$ cat src/core/tcpwm_pkg.sv
// Package for the five-channel timer/counter/PWM unit: register map, fields, reset values.
// Assumes a 32-bit APB register bus; every register is one aligned word.
package tcpwm_pkg;
  localparam int unsigned NUM_CH     = 5;
  localparam int unsigned CNT_W      = 16;
  // Per-channel window of 8 words; channel n at n*0x20
  localparam logic [11:0] CH_STRIDE  = 12'h020;
  localparam logic [4:0]  OFF_CTRL   = 5'h00;
  localparam logic [4:0]  OFF_PERIOD = 5'h04;
  localparam logic [4:0]  OFF_CMP    = 5'h08;
  localparam logic [4:0]  OFF_DEAD   = 5'h0c;
  localparam logic [4:0]  OFF_COUNT  = 5'h10;
  localparam logic [4:0]  OFF_CAPT   = 5'h14;
  localparam logic [4:0]  OFF_STAT   = 5'h18;
  // Control fields
  localparam int unsigned CTRL_EN     = 0;
  localparam int unsigned CTRL_ONE    = 1;
  localparam int unsigned CTRL_CAPEN  = 2;
  localparam int unsigned CTRL_KLVL   = 3;
  localparam int unsigned CTRL_KLVLC  = 4;
  localparam int unsigned CTRL_W      = 5;
  localparam logic [4:0]  CTRL_RST    = 5'h00;
  localparam logic [15:0] PERIOD_RST  = 16'hffff;
  localparam logic [15:0] CMP_RST     = 16'h0000;
  localparam logic [7:0]  DEAD_RST    = 8'h00;

  typedef struct packed {
    logic line;
    logic line_compl;
  } tcpwm_pair_s;
endpackage

$ cat src/core/tcpwm_unit.sv
// Five independent 16-bit timer/counter/PWM channels behind one APB slave.
// Assumes capture and kill inputs are already synchronous to pclk.
//
// The address map and the APB register port are this design's own decisions.
`timescale 1ns/1ps

// Functional notes
// - Each channel has a 16-bit counter whose period is set by a software period value.
// - A capture event, possibly from a pin, copies the current count into the capture register.
// - On count equal to period the counter stops in one-shot mode or reloads to zero otherwise.
// - The counter is compared with a programmed compare value to set the PWM duty cycle.
// - A true and a complementary output are driven, with a programmable dead band between edges.
// - An active kill input forces both outputs to a programmed preset level at once.
// - Five independent copies of the channel exist.
module tcpwm_unit (
  input  wire logic                      pclk,        // 100 MHz bus clock
  input  wire logic                      presetn,     // Async reset, active low
  input  wire logic                      psel,        // APB select
  input  wire logic                      penable,     // APB access phase
  input  wire logic                      pwrite,      // APB write
  input  wire logic [11:0]               paddr,       // APB byte address
  input  wire logic [31:0]               pwdata,      // APB write data
  output logic      [31:0]               prdata,      // APB read data
  output logic                           pready,      // APB ready
  output logic                           pslverr,     // APB error on unmapped address
  input  wire logic [tcpwm_pkg::NUM_CH-1:0] capture_in, // Capture event, rising edge
  input  wire logic [tcpwm_pkg::NUM_CH-1:0] kill_in,    // Shutdown, active high
  output tcpwm_pkg::tcpwm_pair_s [tcpwm_pkg::NUM_CH-1:0] pwm_out // True/compl pair
);
  localparam int unsigned N = tcpwm_pkg::NUM_CH;
  localparam int unsigned W = tcpwm_pkg::CNT_W;

  // Address decode
  // Bits 7:5 pick the channel and bits 4:0 the word inside its window.
  // Anything above bit 7, a channel past the last one, a word past the
  // status word or a byte lane offset is refused with pslverr.
  // A refused write changes nothing, and a refused read returns zero,
  // so software probing the map sees a clean hole rather than an alias.
  // The decode is purely combinational, which is why no wait state is
  // ever needed: the answer is known in the setup cycle already.

  logic [2:0] ch_sel;
  logic [4:0] reg_off;
  logic       ch_ok;
  logic       wr_acc;
  assign ch_sel  = paddr[7:5];
  assign reg_off = paddr[4:0];
  assign ch_ok   = (paddr[11:8] == 4'h0) && (ch_sel < 3'(N)) && (paddr[1:0] == 2'b00)
                   && (reg_off <= tcpwm_pkg::OFF_STAT);
  assign wr_acc  = psel && penable && pwrite && ch_ok;
  // Zero wait states: every access completes in its first access cycle
  assign pready  = 1'b1;
  assign pslverr = psel && penable && !ch_ok;


  // Per-channel state, one packed entry per channel
  // The arrays are indexed by the channel number; each generate pass
  // writes only its own entry, so there is still one driver per bit.
  // The read mux below indexes them with the decoded channel number,
  // which is only used once the decode has accepted the address.
  logic [N-1:0][tcpwm_pkg::CTRL_W-1:0] ctrl;
  logic [N-1:0][W-1:0]                 period;
  logic [N-1:0][W-1:0]                 cmp;
  logic [N-1:0][7:0]                   dead;
  logic [N-1:0][W-1:0]                 count;
  logic [N-1:0][W-1:0]                 capt;
  logic [N-1:0]                        running;
  logic [N-1:0]                        capt_flag;
  logic [N-1:0]                        cap_prev;

  genvar g;
  generate
    for (g = 0; g < N; g++) begin : g_ch
      // One channel: register file, counter, capture, dead band, kill.
      // Channels share nothing but the bus, so a fault or a kill on one
      // leaves the others running undisturbed.
      logic       sel_w;
      logic       cap_evt;
      logic       pwm_raw;
      logic       raw_prev;
      logic [7:0] dt_cnt;
      logic       dly_true;
      logic       dly_compl;
      assign sel_w   = wr_acc && (ch_sel == 3'(g));
      assign cap_evt = capture_in[g] && !cap_prev[g] && ctrl[g][tcpwm_pkg::CTRL_CAPEN];
      assign pwm_raw = (count[g] < cmp[g]);

      always_ff @(posedge pclk or negedge presetn) begin
        if (!presetn) begin
          ctrl[g]   <= tcpwm_pkg::CTRL_RST;
          period[g] <= tcpwm_pkg::PERIOD_RST;
          cmp[g]    <= tcpwm_pkg::CMP_RST;
          dead[g]   <= tcpwm_pkg::DEAD_RST;
        end else if (sel_w) begin
          case (reg_off)
            tcpwm_pkg::OFF_CTRL:   ctrl[g]   <= pwdata[tcpwm_pkg::CTRL_W-1:0];
            tcpwm_pkg::OFF_PERIOD: period[g] <= pwdata[W-1:0];
            tcpwm_pkg::OFF_CMP:    cmp[g]    <= pwdata[W-1:0];
            tcpwm_pkg::OFF_DEAD:   dead[g]   <= pwdata[7:0];
            default: ;
          endcase
        end
      end

      // Counter: a write of the enable bit starts a run from zero
      // Writing the control word always restarts from zero, so software
      // that only changes a kill level also restarts the period; that is
      // traded for a simple, glitch-free start without a separate strobe.
      // A one-shot run leaves the count standing at the period value,
      // which lets software read back where it stopped.
      // A direct write of the count word wins over counting that cycle.
      always_ff @(posedge pclk or negedge presetn) begin
        if (!presetn) begin
          count[g]   <= '0;
          running[g] <= 1'b0;
        end else if (sel_w && reg_off == tcpwm_pkg::OFF_CTRL) begin
          running[g] <= pwdata[tcpwm_pkg::CTRL_EN];
          count[g]   <= '0;
        end else if (sel_w && reg_off == tcpwm_pkg::OFF_COUNT) begin
          count[g]   <= pwdata[W-1:0];
        end else if (running[g]) begin
          if (count[g] == period[g]) begin
            if (ctrl[g][tcpwm_pkg::CTRL_ONE]) begin
              running[g] <= 1'b0;
            end else begin
              count[g]   <= '0;
            end
          end else begin
            count[g] <= count[g] + 16'h0001;
          end
        end
      end

      // Capture flag: a new event wins over a clear in the same cycle
      always_ff @(posedge pclk or negedge presetn) begin
        if (!presetn) begin
          capt[g]      <= '0;
          capt_flag[g] <= 1'b0;
          cap_prev[g]  <= 1'b0;
        end else begin
          cap_prev[g] <= capture_in[g];
          if (cap_evt) begin
            capt[g]      <= count[g];
            capt_flag[g] <= 1'b1;
          end else if (sel_w && reg_off == tcpwm_pkg::OFF_STAT && pwdata[0]) begin
            capt_flag[g] <= 1'b0;
          end
        end
      end

      // Dead band: count from each edge of the raw PWM, hold rising edges until it expires
      // Both outputs are registered so the switches never see a glitch
      // from the compare logic. A rising edge waits dead+2 cycles after
      // the raw edge and a falling edge follows one cycle after it, so
      // the side being switched off always leads the side switched on.
      // A dead band longer than the raw high or low time swallows that
      // pulse entirely; software must keep the band below the duty.
      // The complement is held low while stopped so an idle bridge
      // keeps its lower switch open.
      always_ff @(posedge pclk or negedge presetn) begin
        if (!presetn) begin
          raw_prev  <= 1'b0;
          dt_cnt    <= 8'h00;
          dly_true  <= 1'b0;
          dly_compl <= 1'b0;
        end else begin
          raw_prev <= pwm_raw;
          if (pwm_raw != raw_prev) begin
            dt_cnt <= dead[g];
          end else if (dt_cnt != 8'h00) begin
            dt_cnt <= dt_cnt - 8'h01;
          end
          dly_true  <= pwm_raw && (pwm_raw == raw_prev) && (dt_cnt == 8'h00);
          dly_compl <= !pwm_raw && (pwm_raw == raw_prev) && (dt_cnt == 8'h00)
                       && running[g];
        end
      end

      // Kill acts combinationally so the switches open without a clock edge
      // The kill pin must be glitch free: any pulse on it reaches the
      // outputs, since there is deliberately no filter in the way.
      always_comb begin
        if (kill_in[g]) begin
          pwm_out[g].line       = ctrl[g][tcpwm_pkg::CTRL_KLVL];
          pwm_out[g].line_compl = ctrl[g][tcpwm_pkg::CTRL_KLVLC];
        end else begin
          pwm_out[g].line       = dly_true;
          pwm_out[g].line_compl = dly_compl;
        end
      end
    end
  endgenerate

  // Read data is loaded in the setup cycle and stands through the
  // access cycle, so it comes from a flip-flop and not from the mux.
  // Status shows the live kill pin, the running bit and the capture
  // flag; the count word is a snapshot taken one cycle before the
  // access edge, which software must allow for when it polls a run.
  // Unused upper bits always read zero.
  always_ff @(posedge pclk or negedge presetn) begin
    if (!presetn) begin
      prdata <= 32'h0000_0000;
    end else if (psel && !penable && !pwrite && ch_ok) begin
      case (reg_off)
        tcpwm_pkg::OFF_CTRL:   prdata <= {27'h0, ctrl[ch_sel]};
        tcpwm_pkg::OFF_PERIOD: prdata <= {16'h0, period[ch_sel]};
        tcpwm_pkg::OFF_CMP:    prdata <= {16'h0, cmp[ch_sel]};
        tcpwm_pkg::OFF_DEAD:   prdata <= {24'h0, dead[ch_sel]};
        tcpwm_pkg::OFF_COUNT:  prdata <= {16'h0, count[ch_sel]};
        tcpwm_pkg::OFF_CAPT:   prdata <= {16'h0, capt[ch_sel]};
        tcpwm_pkg::OFF_STAT:   prdata <= {29'h0, kill_in[ch_sel], running[ch_sel],
                                          capt_flag[ch_sel]};
        default:               prdata <= 32'h0000_0000;
      endcase
    end else if (psel && !penable) begin
      prdata <= 32'h0000_0000;
    end
  end
endmodule // tcpwm_unit

$ cat config.mk
export PLATFORM = sky130hd
export DESIGN_NAME = tcpwm_unit
export DESIGN_NICKNAME = d
export VERILOG_FILES = /design/src/core/tcpwm_pkg.sv /design/src/core/tcpwm_unit.sv
export SDC_FILE = /design/constraint.sdc
export NUM_CORES = 1
export LEC_CHECK = 0
export BUFFER_PORTS_ARGS = -buffer_cell sky130_fd_sc_hd__buf_2
export CAP_MARGIN = 20
export CORE_MARGIN = 2
export CORE_UTILIZATION = 40
export CTS_CLUSTER_SIZE = 8
export DETAILED_ROUTE_END_ITERATION = 8
export PLACE_DENSITY = 0.64
export SYNTH_ARGS = -nofsm -noshare
export SYNTH_HDL_FRONTEND = slang
export SYNTH_SLANG_ARGS = --single-unit
$ cat constraint.sdc
create_clock -name pclk -period 5.8 [get_ports pclk]
set_input_delay 1.16 -clock pclk [delete_from_list [all_inputs] [get_ports pclk]]
set_output_delay 1.16 -clock pclk [all_outputs]
set_load 0.05 [all_outputs]
# Word level (Yosys, flattened, before mapping)
# Index checks and enable logic that the tools add are counted.
# op_classes
magnitude_cmp,8
n_mux,96
n_addsub,10
n_eq_ne,35
n_reduce_logical,138
# op_table
op,n
$mux W16,29
$bmux W16 S3,4
$pmux W16 S7,1
$mux W8,11
$add A16 B1 Y16 const B,5
$eq A16 B16 Y1,5
$lt A16 B16 Y1,5
$logic_and A1 B1 Y1,70
$mux W32,2
$reduce_and A2 Y1,25
$logic_not A8 Y1,5
$reduce_bool A8 Y1,5
$sub A8 B1 Y8 const B,5
$mux W1,38
$bmux W8 S3,1
$reduce_bool A2 Y1,11
$ne A4 B4 Y1 const B,5
$bmux W5 S3,1
$eq A5 B5 Y1 const B,3
$reduce_bool A3 Y1,5
$logic_not A1 Y1,13
$eq A5 B4 Y1 const B,2
$mux W2,5
$ne A2 B2 Y1 const B,5
15 further kinds,26
# word_totals
ff_bits,487
word_cells,353

# Longest topological paths before layout
# logic_depth
ltp_word,10
mapped_depth,12

# Least setup slack after synthesis
# No wires, ideal clock.
# synth_timing
path_kind,input to output
startpoint,in paddr[5]
endpoint,out pslverr
path_buffers,3
path_stages,5
required_ps,4640
path_slack_ps,1849
t_arrival_ps,2791
cell_sequence,buf_2 buf_2 buf_2 o21ai_0 a21oi_1
# synth_via
elab_chain_cells,6
# synth_lines
item,line,source
start: declaration,tcpwm_unit.sv:21,"input wire logic [11:0] paddr,"
$lt A3 B3 Y1,tcpwm_unit.sv:48,assign ch_ok = (paddr[11:8] == 4'h0) && (ch_sel < 3'(N)) && (paddr[1:0] == 2'b00)
$logic_and A1 B1 Y1 (2 in a row),tcpwm_unit.sv:48,
$logic_and A1 B1 Y1,tcpwm_unit.sv:49,&& (reg_off <= tcpwm_pkg::OFF_STAT);
$logic_not A1 Y1,tcpwm_unit.sv:53,assign pslverr = psel && penable && !ch_ok;
$logic_and A1 B1 Y1,tcpwm_unit.sv:53,
end: declaration,tcpwm_unit.sv:25,"output logic pslverr,"
# Every way passes these cells.

# Worst setup path after layout
# Ends and elaborated chain as after synthesis.

==> qor.log <==
INFO  placed_design  portbufs=69
INFO  pwr            power_frac_comb=0.095
INFO  clock_network  cts_hold_buffers=0
INFO  global_route   largest_net_degree_at_the_start_of_global_routing=116
INFO  pwr            switching_power=2110uW
INFO  clock_network  cts_inserted_buffers=68
INFO  synth          synth_top_cell_by_area=sky130_fd_sc_hd__dfrtp_1
INFO  cells_and_area num-fill-cells=6,098
INFO  cells_and_area antenna_cells_inserted=0
INFO  synth          synth_seq_area_share=0.434
INFO  detailed_routing detail-route-antenna-nets=0
INFO  clock_network  cts.reportedPaths.clkPinSlew=0.05ns
INFO  synth          netlist_area=0.0274mm2
INFO  synth          ys_seq_elements=471
INFO  synth          post_synth_main_area_contributors=sky130_fd_sc_hd__dfrtp_1 (36%), sky130_fd_sc_hd__mux2_2 (12%), sky130_fd_sc_hd__dfstp_2 (7.7%), sky130_fd_sc_hd__mux4_2 (5.1%), sky130_fd_sc_hd__ha_1 (4.3%)
INFO  synth          asyncSetResetFlopFracSynth=1.00
INFO  pwr            power.sequential.fraction=0.441
INFO  sta            setup_repair_after_global_routing_missed_its_margin=no
INFO  pwr            share_clk_of_total_power=0.463
INFO  synth          ys_warn_count=0
INFO  synth          synthFlopType=sky130_fd_sc_hd__dfrtp_1
INFO  global_route   grt_antenna_before_repair=3
INFO  detailed_routing detail_route.drc_violations=0
INFO  pwr            static-leakage-power=0.0132uW
INFO  sta            fin_setup_tns=0ns
INFO  clock_network  clk_latency=0.61ns
INFO  die            die_height=266um
INFO  sta            final.min_clock_period=4.08ns
INFO  run            drv_cap=0
INFO  outcome        outcome=finished, final reports clean
INFO  die            floorplan.die.width=266um
INFO  critical_path  critPathBufInv=3
INFO  pwr            power-per-cell-area=266mW/mm2
INFO  critical_path  critical_path_arrival=2.92ns
INFO  cells_and_area finalCoreUtilization=0.449
INFO  detailed_routing drt-vias-per-instance=6.26
INFO  clock_network  ctsHtreeMaxLevel=3
INFO  synth          synth_top_area_frac=0.358
INFO  detailed_routing detail_route.first_pass.iterations=6
INFO  synth          yosys-top-cells-count=sky130_fd_sc_hd__dfrtp_1 (391), sky130_fd_sc_hd__mux2_2 (280), sky130_fd_sc_hd__nand2_1 (193)
INFO  global_route   overflow=0
INFO  critical_path  cp-start-kind=primary input
INFO  detailed_routing finalWirelength=93.1mm
INFO  synth          top_count_cell_post_synth=sky130_fd_sc_hd__dfrtp_1
INFO  synth          syn-mean-instance-area=10.8um2
INFO  critical_path  critPathCaptureType=output pin
INFO  sta            timing.max_slew.rel_slack=0.271
INFO  die            die_area=0.0705mm2
INFO  clock_network  clockRootBuffer=sky130_fd_sc_hd__clkbuf_16
INFO  sta            post-route-period-util=0.703
INFO  synth          cell_variety_after_synth=88
INFO  critical_path  critPathRequiredTime=4.64ns
INFO  critical_path  criticalPathCategory=in2out
INFO  critical_path  worstPathMaxFanout=40
INFO  placed_design  gp_routability_congestion=0.928
INFO  critical_path  critPathTopFamily=buffers and inverters
INFO  clock_network  ctsResizeCount=0
INFO  die            design.core.area=0.0674mm2
INFO  critical_path  crit_path_top_delay_cell=sky130_fd_sc_hd__buf_4
INFO  clock_network  cts-root-to-sink-buffers=3
INFO  pwr            power.internal=5940uW
INFO  critical_path  critPathMostFrequentCell=sky130_fd_sc_hd__buf_4
INFO  detailed_routing via_count=21,600
INFO  die            initial_utilization=0.406
INFO  clock_network  cts_tree=built
INFO  cells_and_area layout.cells.non_filler=3,453
INFO  sta            clock-skew-final=0.0271ns
INFO  sta            final-setup-viol-count=0
INFO  pwr            netSwitchingFraction=0.262
INFO  critical_path  critical-path-max-stage-delay=0.55ns
INFO  global_route   track_usage=0.264
INFO  clock_network  cts.repair_timing.setup_buffer_count=0
INFO  pwr            worst_ir_drop_vdd=0.195mV
INFO  global_route   grt_pass1_wl=140mm
INFO  sta            slew_viol_final=0
INFO  die            io-pin-count=103
INFO  cells_and_area synthToLayoutAreaGrowth=10.7%
INFO  cells_and_area layout-drive-gt1-share=0.252
INFO  sta            maximum_achievable_frequency=0.245GHz
INFO  placed_design  placed_cells=3,341
INFO  detailed_routing drt_first_iter_violations=2,401
INFO  critical_path  worstPathCellList=buf_4 -> buf_4 -> o21ai_0 -> a21oi_1 -> buf_2
INFO  die            placementRows=95
INFO  synth          syn_inst=2,533
INFO  global_route   first_global_vias=21,600
INFO  hold_path      hp-class=reg2reg
INFO  detailed_routing detail_route.wl_per_cell=27.0um
INFO  synth          synth_edf_count=0
INFO  sta            finalHoldViolCount=0
INFO  sta            slew_worst_pin=1.09ns
INFO  clock_network  clock-sinks=471
INFO  cells_and_area num-nets-final=2,693
INFO  placed_design  place_hpwl=66.6mm
-- tightest hold or removal path, delay by kind of cell, from the launching register on --
family        cells  cell delay [ns]
flops             1             0.33
simple gates      2             0.10
-- routing by layer --
metal,track usage,vias to the layer above,part of all wire
met1,0.358,11000,0.41
met5,0,-,0.00029
met2,0.415,1127,0.46
met4,0.102,4,0.038
li1,-,9267,-
met3,0.0551,196,0.093
-- cell families (layout without fill, tap and decap cells) --
kind of cell               count (synthesis)  after routing  share of synthesized area
AOI/OAI and AO/OA                        552            552                      0.135
DFF                                      471            471                      0.434
and+or+nand+nor                          580            580                      0.111
other                                      2             17                   0.000274
adders and majority gates                 95             95                     0.0434
buffers and inverters                    310            342                     0.0481
xor gates and xnor gates                 114            114                     0.0365
muxes                                    409            409                      0.191
-- power groups by stage --
| stage | clock network (uW) | logic (uW) | registers [uW] |
|---|---|---|---|
| 2_1_floorplan | 0 | 526 | 3580 |
| 3_3_place_gp | 0 | 729 | 3590 |
| 3_5_place_dp | 0 | 766 | 3610 |
| 4_1_cts | 3770 | 768 | 3550 |
| 5_1_grt | 3920 | 857 | 3570 |
| 6_report | 3730 | 769 | 3550 |
-- path summary, 6_finish.rpt --
kind	from	slack [ns]	to	depth (start not counted)
worst max register to register	count[9]$_DFFE_PN0P_	1.97	g_ch[0].dt_cnt[1]$_DFFE_PN0P_	9
worst min register to register	prdata[12]$_DFFE_PN0P_	0.47	prdata[12]$_DFFE_PN0P_	2
min in group asynchronous	presetn	0.60	prdata[13]$_DFFE_PN0P_	1
worst max-delay path	paddr[5]	1.72	pslverr	5
max in group asynchronous	presetn	3.82	g_ch[0].dt_cnt[5]$_DFFE_PN0P_	2
worst min-delay path	prdata[12]$_DFFE_PN0P_	0.47	prdata[12]$_DFFE_PN0P_	2
-- state kept, by name (all words and copies together), names as in the netlist --
signal          count
g_ch.raw_prev       5
prdata             16
capt_flag           5
g_ch.dly_compl      5
dead               40
cap_prev            5
capt               80
cmp                80
running             5
ctrl               25
count              80
period             80
g_ch.dly_true       5
g_ch.dt_cnt        40
-- stage by stage --
step / total power, uW / hold WS, ns / area (um2) / worst slack (ns)
3_3_place_gp: 4320 / 0.460 / 28300 / 1.62
6_report: 8060 / 0.472 / 30300 / 1.72
5_1_grt: 8350 / 0.499 / 30300 / 1.62
2_1_floorplan: 4100 / 0.444 / 27400 / 1.85
3_5_place_dp: 4370 / 0.460 / 28300 / 1.59
4_1_cts: 8100 / 0.473 / 30300 / 1.72
-- layout by cell type (no fill, tap or decap), types with 22 or more instances in the layout --
cell and n:
sky130_fd_sc_hd__clkbuf_16 70, sky130_fd_sc_hd__o21ai_0 136, sky130_fd_sc_hd__buf_4 34, sky130_fd_sc_hd__clkbuf_1 36, sky130_fd_sc_hd__dfstp_2 80, sky130_fd_sc_hd__xnor2_1 73
sky130_fd_sc_hd__o22ai_1 55, sky130_fd_sc_hd__and3_1 30, sky130_fd_sc_hd__buf_2 66, sky130_fd_sc_hd__a21oi_1 87, sky130_fd_sc_hd__nand2_1 193, sky130_fd_sc_hd__xor2_1 41
sky130_fd_sc_hd__mux4_2 62, sky130_fd_sc_hd__nand3_1 53, sky130_fd_sc_hd__mux2i_1 52, sky130_fd_sc_hd__ha_1 95, sky130_fd_sc_hd__a21o_1 29, sky130_fd_sc_hd__nor4_1 23
sky130_fd_sc_hd__nand4_1 34, sky130_fd_sc_hd__inv_1 124, sky130_fd_sc_hd__dfrtp_1 391, sky130_fd_sc_hd__mux2_2 280, sky130_fd_sc_hd__a22oi_1 70, sky130_fd_sc_hd__o31ai_1 22
sky130_fd_sc_hd__nor3_1 46, sky130_fd_sc_hd__o2bb2ai_1 24, sky130_fd_sc_hd__nor2_1 74
-- layout make-up --
type / count / area, um2 / area share
tap: 873 / 1090 / 0.0361
multi-input combinational: 1767 / 14200 / 0.470
timing repair buffer: 105 / 676 / 0.0223
clock buffer: 106 / 1890 / 0.0623
clock inverter: 5 / 51.3 / 0.00169
inverter: 126 / 473 / 0.0156
sequential: 471 / 11900 / 0.392
Power figures use the tool's default switching activity.
